--- config.mk ---
export PLATFORM = sky130hd
export DESIGN_NAME = pacp_top
export DESIGN_NICKNAME = d
export VERILOG_FILES = /design/src/hdl/pacp_pkg.sv /design/src/hdl/pacp_engine.sv /design/src/hdl/pacp_top.sv
export SDC_FILE = /design/constraint.sdc
export NUM_CORES = 1
export LEC_CHECK = 0
export BUFFER_PORTS_ARGS = -buffer_cell sky130_fd_sc_hd__buf_4
export CAP_MARGIN = 20
export CORE_UTILIZATION = 40
export DETAILED_ROUTE_END_ITERATION = 8
export PLACE_DENSITY = 0.63
export SYNTH_ARGS = -nofsm -noshare
export SYNTH_HDL_FRONTEND = slang
export SYNTH_HIERARCHICAL = 1
export SYNTH_SLANG_ARGS = --single-unit
--- constraint.sdc ---
create_clock -name clk_i -period 2.45 [get_ports clk_i]
set_input_delay 0.245 -clock clk_i [delete_from_list [all_inputs] [get_ports clk_i]]
set_output_delay 0.245 -clock clk_i [all_outputs]
set_load 0.02 [all_outputs]
--- src/hdl/pacp_pkg.sv ---
// Constants for the PMA attribute command port: register indices, field
// positions, event bits, attribute codes and timing counts.
// Assumes a 10 MHz register clock; byte address of a register is four times its index.
package pacp_pkg;

  // ----------------------------------------------------------------------
  // Timing
  // ----------------------------------------------------------------------
  localparam int CLK_HZ              = 10_000_000;
  localparam int ADAPT_BUDGET_MS     = 100;
  localparam int ADAPT_BUDGET_CYCLES = (CLK_HZ / 1000) * ADAPT_BUDGET_MS;
  localparam int EXEC_CYCLES         = 8;

  // ----------------------------------------------------------------------
  // Register indices
  // ----------------------------------------------------------------------
  localparam logic [7:0] IDX_VAL_LO   = 8'h84;
  localparam logic [7:0] IDX_VAL_HI   = 8'h85;
  localparam logic [7:0] IDX_CODE_LO  = 8'h86;
  localparam logic [7:0] IDX_CODE_HI  = 8'h87;
  localparam logic [7:0] IDX_ACCEPT   = 8'h8A;
  localparam logic [7:0] IDX_BUSY     = 8'h8B;
  localparam logic [7:0] IDX_TRIG     = 8'h90;
  localparam logic [7:0] IDX_IRQ_STAT = 8'hA0;
  localparam logic [7:0] IDX_IRQ_CLR  = 8'hA1;
  localparam logic [7:0] IDX_IRQ_EN   = 8'hA2;

  // ----------------------------------------------------------------------
  // Fields, events and reset values
  // ----------------------------------------------------------------------
  localparam int ACCEPT_BIT = 7;
  localparam int BUSY_BIT   = 0;
  localparam int TRIG_BIT   = 0;
  localparam int NUM_EVENTS = 3;
  localparam int EV_ACCEPT  = 0;
  localparam int EV_DONE    = 1;
  localparam int EV_LATE    = 2;
  localparam logic [7:0]  BYTE_RESET = 8'h00;
  localparam logic [15:0] CODE_SELECT = 16'h002C;
  localparam logic [15:0] CODE_WRITE  = 16'h006C;

  // True when a byte address hits the register with the given index.
  function automatic logic reg_hit(input logic [9:0] adr, input logic [7:0] idx);
    reg_hit = (adr[9:2] == idx);
  endfunction

endpackage

--- src/hdl/pacp_engine.sv ---
// Attribute command engine: runs one launched command for a fixed time and
// applies it to the adaptive-engine preset outputs.
// Assumes start_i is a one-cycle pulse given only while busy_o is low.
`timescale 1ns/1ps
module pacp_engine
  import pacp_pkg::*;
#(
  parameter int EXEC = EXEC_CYCLES
) (
  input  wire logic        clk_i,
  input  wire logic        rst_i,
  input  wire logic        start_i,
  input  wire logic [15:0] code_i,
  input  wire logic [15:0] value_i,
  output logic             busy_o,
  output logic             done_o,
  output logic [15:0]      param_o,
  output logic [15:0]      value_o,
  output logic             load_o
);

  typedef enum logic {PACP_IDLE, PACP_RUN} pacp_state_type;

  typedef struct packed {
    pacp_state_type state;
    logic [15:0]    cnt;
    logic [15:0]    code;
    logic [15:0]    val;
    logic           done;
    logic [15:0]    param;
    logic [15:0]    out_val;
    logic           load;
  } pacp_eng_type;

  pacp_eng_type st;
  pacp_eng_type next_st;

  // ----------------------------------------------------------------------
  // Sequencing
  // ----------------------------------------------------------------------
  // A select command only names the parameter; every other code writes its
  // value into the parameter selected last.
  always_comb begin
    next_st      = st;
    next_st.done = 1'b0;
    next_st.load = 1'b0;
    unique case (st.state)
      PACP_IDLE: begin
        if (start_i) begin
          next_st.state = PACP_RUN;
          next_st.cnt   = 16'(EXEC - 1);
          next_st.code  = code_i;
          next_st.val   = value_i;
        end
      end
      PACP_RUN: begin
        if (st.cnt == 16'h0000) begin
          next_st.state = PACP_IDLE;
          next_st.done  = 1'b1;
          if (st.code == CODE_SELECT) begin
            next_st.param = st.val;
          end else begin
            next_st.out_val = st.val;
            next_st.load    = 1'b1;
          end
        end else begin
          next_st.cnt = st.cnt - 16'h0001;
        end
      end
    endcase
  end

  // State register.
  always_ff @(posedge clk_i) begin
    if (rst_i) begin
      st <= '0;
    end else begin
      st <= next_st;
    end
  end

  assign busy_o  = (st.state == PACP_RUN);
  assign done_o  = st.done;
  assign param_o = st.param;
  assign value_o = st.out_val;
  assign load_o  = st.load;

  // ----------------------------------------------------------------------
  // Checks
  // ----------------------------------------------------------------------
  localparam int DONE_MAX = EXEC + 1;
endmodule

--- src/hdl/pacp_top.sv ---
// PMA attribute command port with a classic Wishbone register slave and a
// sticky interrupt block.
// Assumes one 10 MHz clock, synchronous bus inputs and registers on 32-bit words.
//
// Operation
// - PMA ready within 100 ms budget.
// - Value bytes at attr_value_low_byte low, attr_value_high_byte high.
// - Code bytes at attr_code_low_byte low, attr_code_high_byte high.
// - Writing one to attr_command_trigger bit 0 launches; the code ignores the write while busy.
// - Launch sets acceptance flag attr_accept_flag bit 7.
// - Busy attr_busy_status bit 0 high until completion.
// - Writing one clears acceptance flag.
//
// Implementation choice: register access over Wishbone.
`timescale 1ns/1ps
module pacp_top
  import pacp_pkg::*;
#(
  parameter int BUDGET = ADAPT_BUDGET_CYCLES,
  parameter int EXEC   = EXEC_CYCLES
) (
  input  wire logic        clk_i,
  input  wire logic        rst_i,
  input  wire logic        cyc_i,
  input  wire logic        stb_i,
  input  wire logic        we_i,
  input  wire logic [9:0]  adr_i,
  input  wire logic [3:0]  sel_i,
  input  wire logic [31:0] dat_i,
  output logic [31:0]      dat_o,
  output logic             ack_o,
  output logic             irq_o,
  output logic [15:0]      preset_param_o,
  output logic [15:0]      preset_value_o,
  output logic             preset_load_o
);

  // ----------------------------------------------------------------------
  // State
  // ----------------------------------------------------------------------
  localparam int WDW = $clog2(BUDGET + 1);

  typedef struct packed {
    logic                  ack;
    logic [7:0]            rdat;
    logic [7:0]            val_lo;
    logic [7:0]            val_hi;
    logic [7:0]            code_lo;
    logic [7:0]            code_hi;
    logic                  accept;
    logic                  start;
    logic [NUM_EVENTS-1:0] stat;
    logic [NUM_EVENTS-1:0] en;
    logic                  irq;
    logic [WDW-1:0]        wd;
    logic                  late;
  } pacp_top_type;

  pacp_top_type st;
  pacp_top_type next_st;

  logic eng_busy;
  logic eng_done;

  // Busy covers the launch cycle too, so a poll right after the trigger
  // write can never see a false completion.
  logic busy_bit;
  assign busy_bit = st.start | eng_busy;

  // ----------------------------------------------------------------------
  // Bus decode
  // ----------------------------------------------------------------------
  logic req;
  logic wr;
  logic launch;
  logic clr_accept;
  assign req        = cyc_i & stb_i & ~st.ack;
  assign wr         = req & we_i & sel_i[0];
  assign launch     = wr & reg_hit(adr_i, IDX_TRIG) & dat_i[TRIG_BIT] & ~busy_bit;
  assign clr_accept = wr & reg_hit(adr_i, IDX_ACCEPT) & dat_i[ACCEPT_BIT];

  // ----------------------------------------------------------------------
  // Read multiplexer
  // ----------------------------------------------------------------------
  // Unmapped addresses answer with zero so the master never hangs.
  logic [7:0] rd_mux;
  always_comb begin
    rd_mux = 8'h00;
    if (reg_hit(adr_i, IDX_VAL_LO)) begin
      rd_mux = st.val_lo;
    end else if (reg_hit(adr_i, IDX_VAL_HI)) begin
      rd_mux = st.val_hi;
    end else if (reg_hit(adr_i, IDX_CODE_LO)) begin
      rd_mux = st.code_lo;
    end else if (reg_hit(adr_i, IDX_CODE_HI)) begin
      rd_mux = st.code_hi;
    end else if (reg_hit(adr_i, IDX_ACCEPT)) begin
      rd_mux[ACCEPT_BIT] = st.accept;
    end else if (reg_hit(adr_i, IDX_BUSY)) begin
      rd_mux[BUSY_BIT] = busy_bit;
    end else if (reg_hit(adr_i, IDX_TRIG)) begin
      rd_mux[TRIG_BIT] = busy_bit;
    end else if (reg_hit(adr_i, IDX_IRQ_STAT)) begin
      rd_mux[NUM_EVENTS-1:0] = st.stat;
    end else if (reg_hit(adr_i, IDX_IRQ_EN)) begin
      rd_mux[NUM_EVENTS-1:0] = st.en;
    end
  end

  // ----------------------------------------------------------------------
  // Next state
  // ----------------------------------------------------------------------
  logic [NUM_EVENTS-1:0] events;
  logic [NUM_EVENTS-1:0] clr_mask;
  always_comb begin
    next_st       = st;
    next_st.ack   = req;
    next_st.start = launch;
    events        = '0;
    clr_mask      = '0;
    if (req && !we_i) begin
      next_st.rdat = rd_mux;
    end
    // Attribute value and code are held as separate byte registers.
    if (wr && reg_hit(adr_i, IDX_VAL_LO)) begin
      next_st.val_lo = dat_i[7:0];
    end
    if (wr && reg_hit(adr_i, IDX_VAL_HI)) begin
      next_st.val_hi = dat_i[7:0];
    end
    if (wr && reg_hit(adr_i, IDX_CODE_LO)) begin
      next_st.code_lo = dat_i[7:0];
    end
    if (wr && reg_hit(adr_i, IDX_CODE_HI)) begin
      next_st.code_hi = dat_i[7:0];
    end
    if (wr && reg_hit(adr_i, IDX_IRQ_EN)) begin
      next_st.en = dat_i[NUM_EVENTS-1:0];
    end
    if (wr && reg_hit(adr_i, IDX_IRQ_CLR)) begin
      clr_mask = dat_i[NUM_EVENTS-1:0];
    end
    // Acceptance flag: a launch in the same cycle as a clear wins.
    if (clr_accept) begin
      next_st.accept = 1'b0;
    end
    if (launch) begin
      next_st.accept = 1'b1;
    end
    // Readiness watchdog: a command still busy past the budget is reported.
    if (launch) begin
      next_st.wd   = '0;
      next_st.late = 1'b0;
    end else if (eng_busy && !st.late) begin
      if (st.wd == WDW'(BUDGET - 1)) begin
        next_st.late = 1'b1;
      end else begin
        next_st.wd = st.wd + WDW'(1);
      end
    end
    events[EV_ACCEPT] = launch;
    events[EV_DONE]   = eng_done;
    events[EV_LATE]   = next_st.late & ~st.late;
    // Sticky status: a new event beats a clear of the same bit.
    next_st.stat = (st.stat & ~clr_mask) | events;
    next_st.irq  = |(next_st.stat & next_st.en);
  end

  // State register.
  always_ff @(posedge clk_i) begin
    if (rst_i) begin
      st <= '0;
    end else begin
      st <= next_st;
    end
  end

  // ----------------------------------------------------------------------
  // Command engine
  // ----------------------------------------------------------------------
  pacp_engine #(
    .EXEC (EXEC)
  ) u_engine (
    .clk_i   (clk_i),
    .rst_i   (rst_i),
    .start_i (st.start),
    .code_i  ({st.code_hi, st.code_lo}),
    .value_i ({st.val_hi, st.val_lo}),
    .busy_o  (eng_busy),
    .done_o  (eng_done),
    .param_o (preset_param_o),
    .value_o (preset_value_o),
    .load_o  (preset_load_o)
  );

  assign dat_o = {24'h000000, st.rdat};
  assign ack_o = st.ack;
  assign irq_o = st.irq;

  localparam int BUSY_MAX = EXEC + 3;
endmodule

==> flow_summary.html, run 1 <==
<table>
<tr><th>Metric</th><th>Value</th></tr>
<tr><th colspan="2">Cells and area</th></tr>
<tr><td>Fraction of layout instances using a drive strength above 1</td><td>17.5%</td></tr>
<tr><td>Total inserted antenna cells</td><td>0</td></tr>
<tr><td># fillers</td><td>1695</td></tr>
<tr><td>Final layout net count</td><td>882</td></tr>
<tr><td>Area growth, synth to finish</td><td>13.6%</td></tr>
<tr><td>Count of placed standard cells in the final layout, fillers left out</td><td>1066</td></tr>
<tr><th colspan="2">Setup path</th></tr>
<tr><td>Capturing element type of the critical path</td><td>register</td></tr>
<tr><td>CP max-delay cell</td><td>or3_1</td></tr>
<tr><td>Delay of the slowest cell on the worst path</td><td>0.51 ns</td></tr>
<tr><td>Max Fanout on Critical Path</td><td>6</td></tr>
<tr><td>Total buffers and inverters traversed by the critical path</td><td>0</td></tr>
<tr><td>Critical path startpoint category</td><td>register</td></tr>
<tr><td>Worst Path Required</td><td>2.76 ns</td></tr>
<tr><td>Critical setup path kind</td><td>reg -&gt; reg</td></tr>
<tr><td>Dominant cell type by count on the critical path</td><td>or3_1</td></tr>
<tr><td>R2R Setup Slk</td><td>0.29 ns</td></tr>
<tr><td>Arrival @ worst endpoint</td><td>2.47 ns</td></tr>
<tr><td>Cell family with the largest share of critical-path delay</td><td>simple AND/OR/NAND/NOR gates</td></tr>
<tr><td>Sequence of cells on the critical path</td><td>or3_1 &gt; or3_1 &gt; nor4_1 &gt; mux2_2</td></tr>
<tr><th colspan="2">CTS</th></tr>
<tr><td>H-tree Lvls</td><td>4</td></tr>
<tr><td>Insertion delay to the later sink of the worst-skew pair</td><td>0.43 ns</td></tr>
<tr><td>Clk sink count</td><td>154</td></tr>
<tr><td>Post CTS Setup Buffer Count</td><td>0</td></tr>
<tr><td>Post-CTS Hold Fix Bufs</td><td>0</td></tr>
<tr><td>Root Buffer</td><td>clkbuf_16</td></tr>
<tr><td>Buffer depth of the longest clock path</td><td>2</td></tr>
<tr><td>Num CTS Buffers</td><td>17</td></tr>
<tr><td>Clock tree from TritonCTS</td><td>yes</td></tr>
<tr><td>Post-cts resize count</td><td>0</td></tr>
<tr><td>Clock-pin transition on the worst setup and hold timing paths</td><td>0.06 ns</td></tr>
<tr><th colspan="2">Global route</th></tr>
<tr><td>Via count of the first global-routing pass</td><td>4978</td></tr>
<tr><td>Antenna violations before repair</td><td>0</td></tr>
<tr><td>Wire length of the first global-routing pass</td><td>25.7 mm</td></tr>
<tr><td>GR Util All Layers</td><td>17.8%</td></tr>
<tr><td>GR Overflow Total</td><td>0</td></tr>
<tr><td>Largest net degree at the start of global routing</td><td>106</td></tr>
<tr><th colspan="2">Routing</th></tr>
<tr><td>Count of antenna-violating nets left after detailed routing</td><td>0</td></tr>
<tr><td>Detailed-routed wire length on met2</td><td>6.76 mm</td></tr>
<tr><td>Total DRC errors in the routed layout</td><td>0</td></tr>
<tr><td>Mean number of vias per cell</td><td>5.09</td></tr>
<tr><td>Aggregate routed wire length</td><td>15.7 mm</td></tr>
<tr><td>DRC marker count from the first detailed-route iteration</td><td>383</td></tr>
<tr><td>Detailed-router iteration count before antenna repair</td><td>4</td></tr>
<tr><td>Metal3 WL</td><td>743 um</td></tr>
<tr><td>Wirelength per Cell</td><td>14.7 um</td></tr>
<tr><td>Routed met1 length</td><td>8.01 mm</td></tr>
<tr><td>Highest metal layer used by the detailed router</td><td>met4</td></tr>
<tr><td>Via Count</td><td>5424</td></tr>
<tr><th colspan="2">Timing</th></tr>
<tr><td>Clock skew after layout</td><td>0.0147 ns</td></tr>
<tr><td>Final Hold Fails</td><td>0</td></tr>
<tr><td>Number of failing setup endpoints in the final timing report</td><td>0</td></tr>
<tr><td>Max-slew violation count</td><td>0</td></tr>
<tr><td>Actual transition at the worst max-transition pin</td><td>0.699 ns</td></tr>
<tr><td>Slew headroom</td><td>53.0%</td></tr>
<tr><td>Setup repair after global routing missed its margin</td><td>no</td></tr>
<tr><td>Post-route fraction of the period consumed by the critical path</td><td>88.0%</td></tr>
<tr><td>Final worst path period need</td><td>2.16 ns</td></tr>
<tr><td>Peak Freq</td><td>464 MHz</td></tr>
<tr><td>Setup TNS Final</td><td>0 ns</td></tr>
<tr><th colspan="2">Die</th></tr>
<tr><td>Total die area</td><td>0.0186 mm2</td></tr>
<tr><td>Area of the core</td><td>0.0175 mm2</td></tr>
<tr><td>Site row count</td><td>48</td></tr>
<tr><td>Starting density of the core</td><td>41.4%</td></tr>
<tr><td>Number of placed I/O pins</td><td>118</td></tr>
<tr><td>Die Span Y</td><td>136 um</td></tr>
<tr><td>Width of the die</td><td>136 um</td></tr>
<tr><th colspan="2">Synthesis</th></tr>
<tr><td>Sequential area share after synthesis</td><td>42.6%</td></tr>
<tr><td>Share of cell area taken by muxes after synthesis</td><td>10.7%</td></tr>
<tr><td>Largest family of logic cells by synthesized area</td><td>simple AND/OR/NAND/NOR gates</td></tr>
<tr><td>Post-synth top flop</td><td>dfxtp_1</td></tr>
<tr><td>Yosys warnings</td><td>6</td></tr>
<tr><td>Netlist cell types</td><td>65</td></tr>
<tr><td>Area share of fa/ha/maj cells after synthesis</td><td>0.346%</td></tr>
<tr><td>Post-synthesis simple-gate area fraction</td><td>25.1%</td></tr>
<tr><td>Complex-gate fraction of the synthesized area</td><td>9.24%</td></tr>
<tr><td>Cell count after synthesis</td><td>809</td></tr>
<tr><td>Netlist Area Pre-Place</td><td>0.00723 mm2</td></tr>
<tr><td>Syn_area_per_cell</td><td>8.94 um2</td></tr>
<tr><td>Flop and latch count out of synthesis</td><td>154</td></tr>
<tr><td>Share of flip-flops with an asynchronous set or reset</td><td>0%</td></tr>
<tr><td>Fraction of synthesized cell area in xor and xnor cells</td><td>2.30%</td></tr>
<tr><td>EDFF count, synth</td><td>0</td></tr>
<tr><th colspan="2">Power and ir drop</th></tr>
<tr><td>Leakage power figure</td><td>3.09 nW</td></tr>
<tr><td>Power density normalized to cell area</td><td>668 mW/mm2</td></tr>
<tr><td>Worst vdd ir</td><td>0.000565 V</td></tr>
<tr><th colspan="2">Run</th></tr>
<tr><td>Number of maximum-capacitance violations</td><td>0</td></tr>
<tr><th colspan="2">Placed design</th></tr>
<tr><td>Quantity of I/O buffers inserted on ports</td><td>64</td></tr>
<tr><td>Routability cong.</td><td>0.781</td></tr>
<tr><td>Post-DP HPWL</td><td>10.5 mm</td></tr>
<tr><td>Cells after DPL</td><td>1035</td></tr>
<tr><th colspan="2">Status</th></tr>
<tr><td>Status</td><td>completed</td></tr>
<tr><th colspan="2">Worst hold path</th></tr>
<tr><td>Type of the most critical hold path</td><td>in -&gt; reg</td></tr>
</table>
-- through the flow --
step	hold slack (ns)	instance area [um2]	utilization [%]	worst slack [ns]	total power, W
2_1_floorplan	0.383	7320	-	0.453	0.00275
3_5_place_dp	0.445	7590	43.5	0.251	0.00280
6_report	0.0928	8210	47.0	0.294	0.00549
5_1_grt	0.0839	8210	47.0	0.191	0.00569
3_3_place_gp	0.441	7590	43.5	0.256	0.00280
4_1_cts	0.0766	8210	47.0	0.317	0.00554
-- Yosys cell counts, types with 2 or more instances --
library cell  count  area share [%]
dfxtp_1         154              43
nand2_1          95             4.9
nor2_1           78             4.0
buf_4            67             7.0
mux2i_1          65             9.0
a21oi_1          55             3.8
nand2b_1         51             4.4
clkbuf_1         32             1.7
o21ai_0          15             1.0
xor2_1           15             1.8
nand3_1          13            0.90
or3_1            12             1.0
mux2_2           11             1.7
nor3b_1          11             1.1
nor4_1           11            0.95
and3_1            9            0.78
nand4_1           8            0.69
nor3_1            8            0.55
a31oi_1           7            0.61
buf_2             6            0.42
o211ai_1          6            0.62
inv_1             5            0.26
nor4b_1           5            0.61
a22oi_1           4            0.42
xnor2_1           4            0.48
a211o_1           3            0.36
a21o_1            3            0.31
a31o_2            3            0.36
nand3b_1          3            0.31
nor2b_1           3            0.26
nor4_4            3            0.88
a211oi_1          2            0.21
a221oi_1          2            0.24
a22o_1            2            0.24
and3b_1           2            0.24
ha_1              2            0.35
nand4b_1          2            0.24
nor3_4            2            0.45
nor3b_2           2            0.35
or4b_1            2            0.28
or4b_4            2            0.38
-- logic make-up after synthesis --
kind of cell               Yosys count
and+or+nand+nor                    334
buffers and inverters              113
DFF                                154
adders and majority gates            2
other                                1
xor gates and xnor gates            19
muxes                               76
AOI/OAI and AO/OA                  110
-- worst paths after layout --
kind / from / end / cells past startpoint
max: u_engine/st[70]$_SDFFE_PP0P_ / u_engine/st[77]$_SDFFE_PP0P_ / 4
min: dat_i[5] / st[35]$_SDFFE_PP0P_ / 3
max reg2reg: u_engine/st[70]$_SDFFE_PP0P_ / u_engine/st[77]$_SDFFE_PP0P_ / 4
min reg2reg: u_engine/st[53]$_SDFFE_PP0P_ / u_engine/st[53]$_SDFFE_PP0P_ / 2
-- power by group --
| group | switching (W) | internal [W] |
|---|---|---|
| Sequential | 0.00000498 | 0.00251 |
| Clock | 0.00102 | 0.00172 |
| Combinational | 0.000157 | 0.0000735 |
-- state kept, by name, summed over array words and instances, names as in the netlist --
signal            flops
ack_o                 1
dat_o                 8
irq_o                 1
st                   61
u_engine/busy_o       1
u_engine/done_o       1
u_engine/load_o       1
u_engine/param_o     16
u_engine/st          48
u_engine/value_o     16
-- worst min-delay path: cells and delay by family --
family,cells,cell delay (ns)
buffers and inverters,1,0.10
AND/OR/NAND/NOR,1,0.07
multiplexers,1,0.06
-- metal layers --
layer	vias up	global-route usage (%)
met1	2543	25.5
li1	2742	-
met3	15	4.55
met4	0	5.68
met5	-	0
met2	124	25.9
-- cells in the final DEF, fill, tap and decap left out, types with 8 or more instances in the layout --
| cell type | instances |
|---|---|
| conb_1 | 24 |
| and3_1 | 9 |
| nor2_1 | 78 |
| nand4_1 | 8 |
| or3_1 | 12 |
| mux2i_1 | 65 |
| clkbuf_16 | 17 |
| nor4_1 | 11 |
| nand2_1 | 95 |
| buf_4 | 84 |
| mux2_2 | 11 |
| nor3b_1 | 11 |
| xor2_1 | 15 |
| nand3_1 | 13 |
| o21ai_0 | 15 |
| nor3_1 | 8 |
| dfxtp_1 | 154 |
| a21oi_1 | 55 |
| nand2b_1 | 51 |
-- final cells by class --
class                      instances  area (um2)  area share, %
clock inverter                    12         174           2.12
multi-input combinational        565        3540           43.1
timing repair buffer              86         671           8.17
tap                              225         282           3.43
inverter                           5        18.8          0.229
sequential                       154        3080           37.5
clock buffer                      19         443           5.39
Note: power is estimated with default switching activity, not from simulation.
==> run 2, diff against run 1 <==
==> constraint.sdc (replaced) <==
create_clock -name clk_i -period 2.6 [get_ports clk_i]
set_input_delay 0.26 -clock clk_i [delete_from_list [all_inputs] [get_ports clk_i]]
set_output_delay 0.26 -clock clk_i [all_outputs]
set_load 0.02 [all_outputs]
==> flow_summary.html, run 2 (synthesis results as in run 1) <==
<table>
<tr><th>Metric</th><th>Value</th></tr>
<tr><th colspan="2">Status</th></tr>
<tr><td>Status</td><td>completed</td></tr>
<tr><th colspan="2">Timing</th></tr>
<tr><td>Peak Freq</td><td>457 MHz</td></tr>
<tr><td>Min setup slack post-route</td><td>0.412 ns</td></tr>
<tr><td>Clock skew after layout</td><td>0.0117 ns</td></tr>
<tr><td>Number of failing setup endpoints in the final timing report</td><td>0</td></tr>
<tr><td>Slew headroom</td><td>53.5%</td></tr>
<tr><td>Max-slew violation count</td><td>0</td></tr>
<tr><td>Final worst path period need</td><td>2.19 ns</td></tr>
<tr><td>Actual transition at the worst max-transition pin</td><td>0.691 ns</td></tr>
<tr><td>Setup repair after global routing missed its margin</td><td>no</td></tr>
<tr><td>Setup TNS Final</td><td>0 ns</td></tr>
<tr><td>Final Hold Fails</td><td>0</td></tr>
<tr><td>Post-route fraction of the period consumed by the critical path</td><td>84.2%</td></tr>
<tr><th colspan="2">Routing</th></tr>
<tr><td>DRC marker count from the first detailed-route iteration</td><td>333</td></tr>
<tr><td>Aggregate routed wire length</td><td>15.6 mm</td></tr>
<tr><td>Count of antenna-violating nets left after detailed routing</td><td>0</td></tr>
<tr><td>Mean number of vias per cell</td><td>5.10</td></tr>
<tr><td>Total DRC errors in the routed layout</td><td>0</td></tr>
<tr><td>Detailed-router iteration count before antenna repair</td><td>4</td></tr>
<tr><td>Wirelength per Cell</td><td>14.6 um</td></tr>
<tr><td>Via Count</td><td>5432</td></tr>
<tr><th colspan="2">CTS</th></tr>
<tr><td>Post CTS Setup Buffer Count</td><td>0</td></tr>
<tr><td>Buffer depth of the longest clock path</td><td>2</td></tr>
<tr><td>Post-cts resize count</td><td>0</td></tr>
<tr><td>Clock tree from TritonCTS</td><td>yes</td></tr>
<tr><td>Root Buffer</td><td>clkbuf_16</td></tr>
<tr><td>Num CTS Buffers</td><td>17</td></tr>
<tr><td>H-tree Lvls</td><td>4</td></tr>
<tr><td>Clk sink count</td><td>154</td></tr>
<tr><td>Insertion delay to the later sink of the worst-skew pair</td><td>0.43 ns</td></tr>
<tr><td>Post-CTS Hold Fix Bufs</td><td>0</td></tr>
<tr><td>Clock-pin transition on the worst setup and hold timing paths</td><td>0.07 ns</td></tr>
<tr><th colspan="2">Power and ir drop</th></tr>
<tr><td>Sw Ratio</td><td>22.9%</td></tr>
<tr><td>Internal portion of total power</td><td>0.00393 W</td></tr>
<tr><td>Worst vdd ir</td><td>0.000524 V</td></tr>
<tr><td>Switching power of the nets</td><td>0.00117 W</td></tr>
<tr><td>Part of the total power dissipated in combinational logic</td><td>4.2%</td></tr>
<tr><td>Leakage power figure</td><td>3.08 nW</td></tr>
<tr><td>Clk pwr share</td><td>49.3%</td></tr>
<tr><td>Power density normalized to cell area</td><td>623 mW/mm2</td></tr>
<tr><td>Fraction of power consumed by sequential logic</td><td>46.5%</td></tr>
<tr><th colspan="2">Worst hold path</th></tr>
<tr><td>Cell count of the worst hold path</td><td>3</td></tr>
<tr><td>Hold endpoint</td><td>st[35]$_SDFFE_PP0P_</td></tr>
<tr><td>Source of the worst hold timing path</td><td>dat_i[5]</td></tr>
<tr><td>Type of the most critical hold path</td><td>in -&gt; reg</td></tr>
<tr><th colspan="2">Setup path</th></tr>
<tr><td>R2R Setup Slk</td><td>0.41 ns</td></tr>
<tr><td>Arrival @ worst endpoint</td><td>2.51 ns</td></tr>
<tr><td>R2r endpoint</td><td>u_engine/st[77]$_SDFFE_PP0P_</td></tr>
<tr><td>Max Fanout on Critical Path</td><td>6</td></tr>
<tr><td>Critical setup path kind</td><td>reg -&gt; reg</td></tr>
<tr><td>Depth of the worst register-to-register path</td><td>4</td></tr>
<tr><td>Worst Path Required</td><td>2.92 ns</td></tr>
<tr><td>Worst r2r src</td><td>u_engine/st[70]$_SDFFE_PP0P_</td></tr>
<tr><td>Critical path startpoint category</td><td>register</td></tr>
<tr><td>Capturing element type of the critical path</td><td>register</td></tr>
<tr><th colspan="2">Die</th></tr>
<tr><td>Die Span Y</td><td>136 um</td></tr>
<tr><td>Number of placed I/O pins</td><td>118</td></tr>
<tr><td>Total die area</td><td>0.0186 mm2</td></tr>
<tr><td>Starting density of the core</td><td>41.4%</td></tr>
<tr><td>Width of the die</td><td>136 um</td></tr>
<tr><td>Site row count</td><td>48</td></tr>
<tr><td>Area of the core</td><td>0.0175 mm2</td></tr>
<tr><th colspan="2">Cells and area</th></tr>
<tr><td>Total inserted antenna cells</td><td>0</td></tr>
<tr><td>Leading cell type in the layout, fill and taps excluded</td><td>dfxtp_1</td></tr>
<tr><td>Number of flip-flops under the largest register name</td><td>61</td></tr>
<tr><td>Area growth, synth to finish</td><td>13.1%</td></tr>
<tr><td>Final layout net count</td><td>881</td></tr>
<tr><td>Fraction of layout instances using a drive strength above 1</td><td>17.5%</td></tr>
<tr><td>Commonest cells after routing, fill and taps aside</td><td>154 x dfxtp_1, 95 x nand2_1, 84 x buf_4</td></tr>
<tr><td>Largest register by flop count</td><td>st</td></tr>
<tr><td>Post-route cell area</td><td>0.00818 mm2</td></tr>
<tr><td>Registers with the most flip-flops</td><td>st x61, u_engine/st x48</td></tr>
<tr><td># fillers</td><td>1719</td></tr>
<tr><th colspan="2">Run</th></tr>
<tr><td>Number of maximum-capacitance violations</td><td>0</td></tr>
<tr><th colspan="2">Placed design</th></tr>
<tr><td>Post-DP HPWL</td><td>10.6 mm</td></tr>
<tr><td>Pre-CTS worst setup slack</td><td>0.385 ns</td></tr>
<tr><td>Post-placement cell area</td><td>0.00757 mm2</td></tr>
<tr><td>Routability cong.</td><td>0.798</td></tr>
<tr><td>Quantity of I/O buffers inserted on ports</td><td>64</td></tr>
<tr><th colspan="2">Global route</th></tr>
<tr><td>Grt met2 use</td><td>26.1%</td></tr>
<tr><td>Largest net degree at the start of global routing</td><td>74</td></tr>
<tr><td>GR Util All Layers</td><td>17.9%</td></tr>
<tr><td>Antenna violations before repair</td><td>0</td></tr>
<tr><td>Wire length of the first global-routing pass</td><td>25.7 mm</td></tr>
<tr><td>Via count of the first global-routing pass</td><td>5013</td></tr>
<tr><td>Most crowded layer after global routing</td><td>met2</td></tr>
<tr><td>GR Overflow Total</td><td>0</td></tr>
<tr><td>Met3 track demand over resource</td><td>3.69%</td></tr>
<tr><td>Fraction of met1 tracks used by global routing</td><td>25.2%</td></tr>
</table>
run 2: cell types whose count changed in the layout (fill, tap and decap cells not counted):
| cell | change |
|---|---|
| clkinv_8 | +1 |
| buf_12 | -1 |
| clkbuf_1 | -1 |
| clkinvlp_4 | -1 |
| clkinv_4 | +1 |
| clkbuf_8 | +2 |
| bufinv_16 | -2 |
| inv_6 | +2 |
| clkinv_2 | -2 |
run 2: power groups by stage:
stage          clock [W]  sequential, W  combinational (W)
2_1_floorplan          0        0.00242           0.000170
3_3_place_gp           0        0.00242           0.000215
3_5_place_dp           0        0.00242           0.000216
4_1_cts          0.00255        0.00237           0.000216
5_1_grt          0.00267        0.00237           0.000237
6_report         0.00251        0.00237           0.000216
run 2: worst max path at each step:
stage                                       startpoint                            to  depth (start not counted)
final                     u_engine/st[70]$_SDFFE_PP0P_  u_engine/st[77]$_SDFFE_PP0P_                          4
after global routing      u_engine/st[66]$_SDFFE_PP0P_  u_engine/st[71]$_SDFFE_PP0P_                          6
after CTS                 u_engine/st[70]$_SDFFE_PP0P_  u_engine/st[77]$_SDFFE_PP0P_                          4
after detailed placement                      adr_i[5]              irq_o$_SDFF_PP0_                          6
after global placement                        adr_i[5]              irq_o$_SDFF_PP0_                          6
after floorplan                               adr_i[5]              irq_o$_SDFF_PP0_                          5
run 2: worst max-delay path: stages, from the launching register on:
cell,delay [ns]
dfxtp_1,0.33
or3_1,0.50
or3_1,0.50
nor4_1,0.37
mux2_2,0.38
run 2: per-stage QoR:
stage	instances	hold WS, ns	utilization (%)	power [W]
2_1_floorplan	832	0.398	-	0.00259
5_1_grt	1065	0.103	46.8	0.00528
4_1_cts	1065	0.0895	46.8	0.00514
3_3_place_gp	1034	0.441	43.3	0.00264
3_5_place_dp	1034	0.444	43.3	0.00264
6_report	1065	0.0993	46.8	0.00510
run 2: area by class of cell:
class | count | area, um2 | share of cell area [%]
multi-input cells | 565 | 3540 | 43.3
flip-flops and latches | 154 | 3080 | 37.7
clock buffers | 20 | 467 | 5.71
repair buffers | 85 | 651 | 7.95
well taps | 225 | 282 | 3.44
clock inverters | 11 | 139 | 1.70
inverters | 5 | 18.8 | 0.229
run 2: layer usage:
| layer | wire length [um] | vias to the layer above | part of all wire (%) |
|---|---|---|---|
| li1 | - | 2747 | - |
| met1 | 7620 | 2514 | 49 |
| met2 | 6750 | 149 | 43 |
| met3 | 948 | 22 | 6.1 |
| met4 | 256 | 0 | 1.6 |
| met5 | 0 | - | 0 |
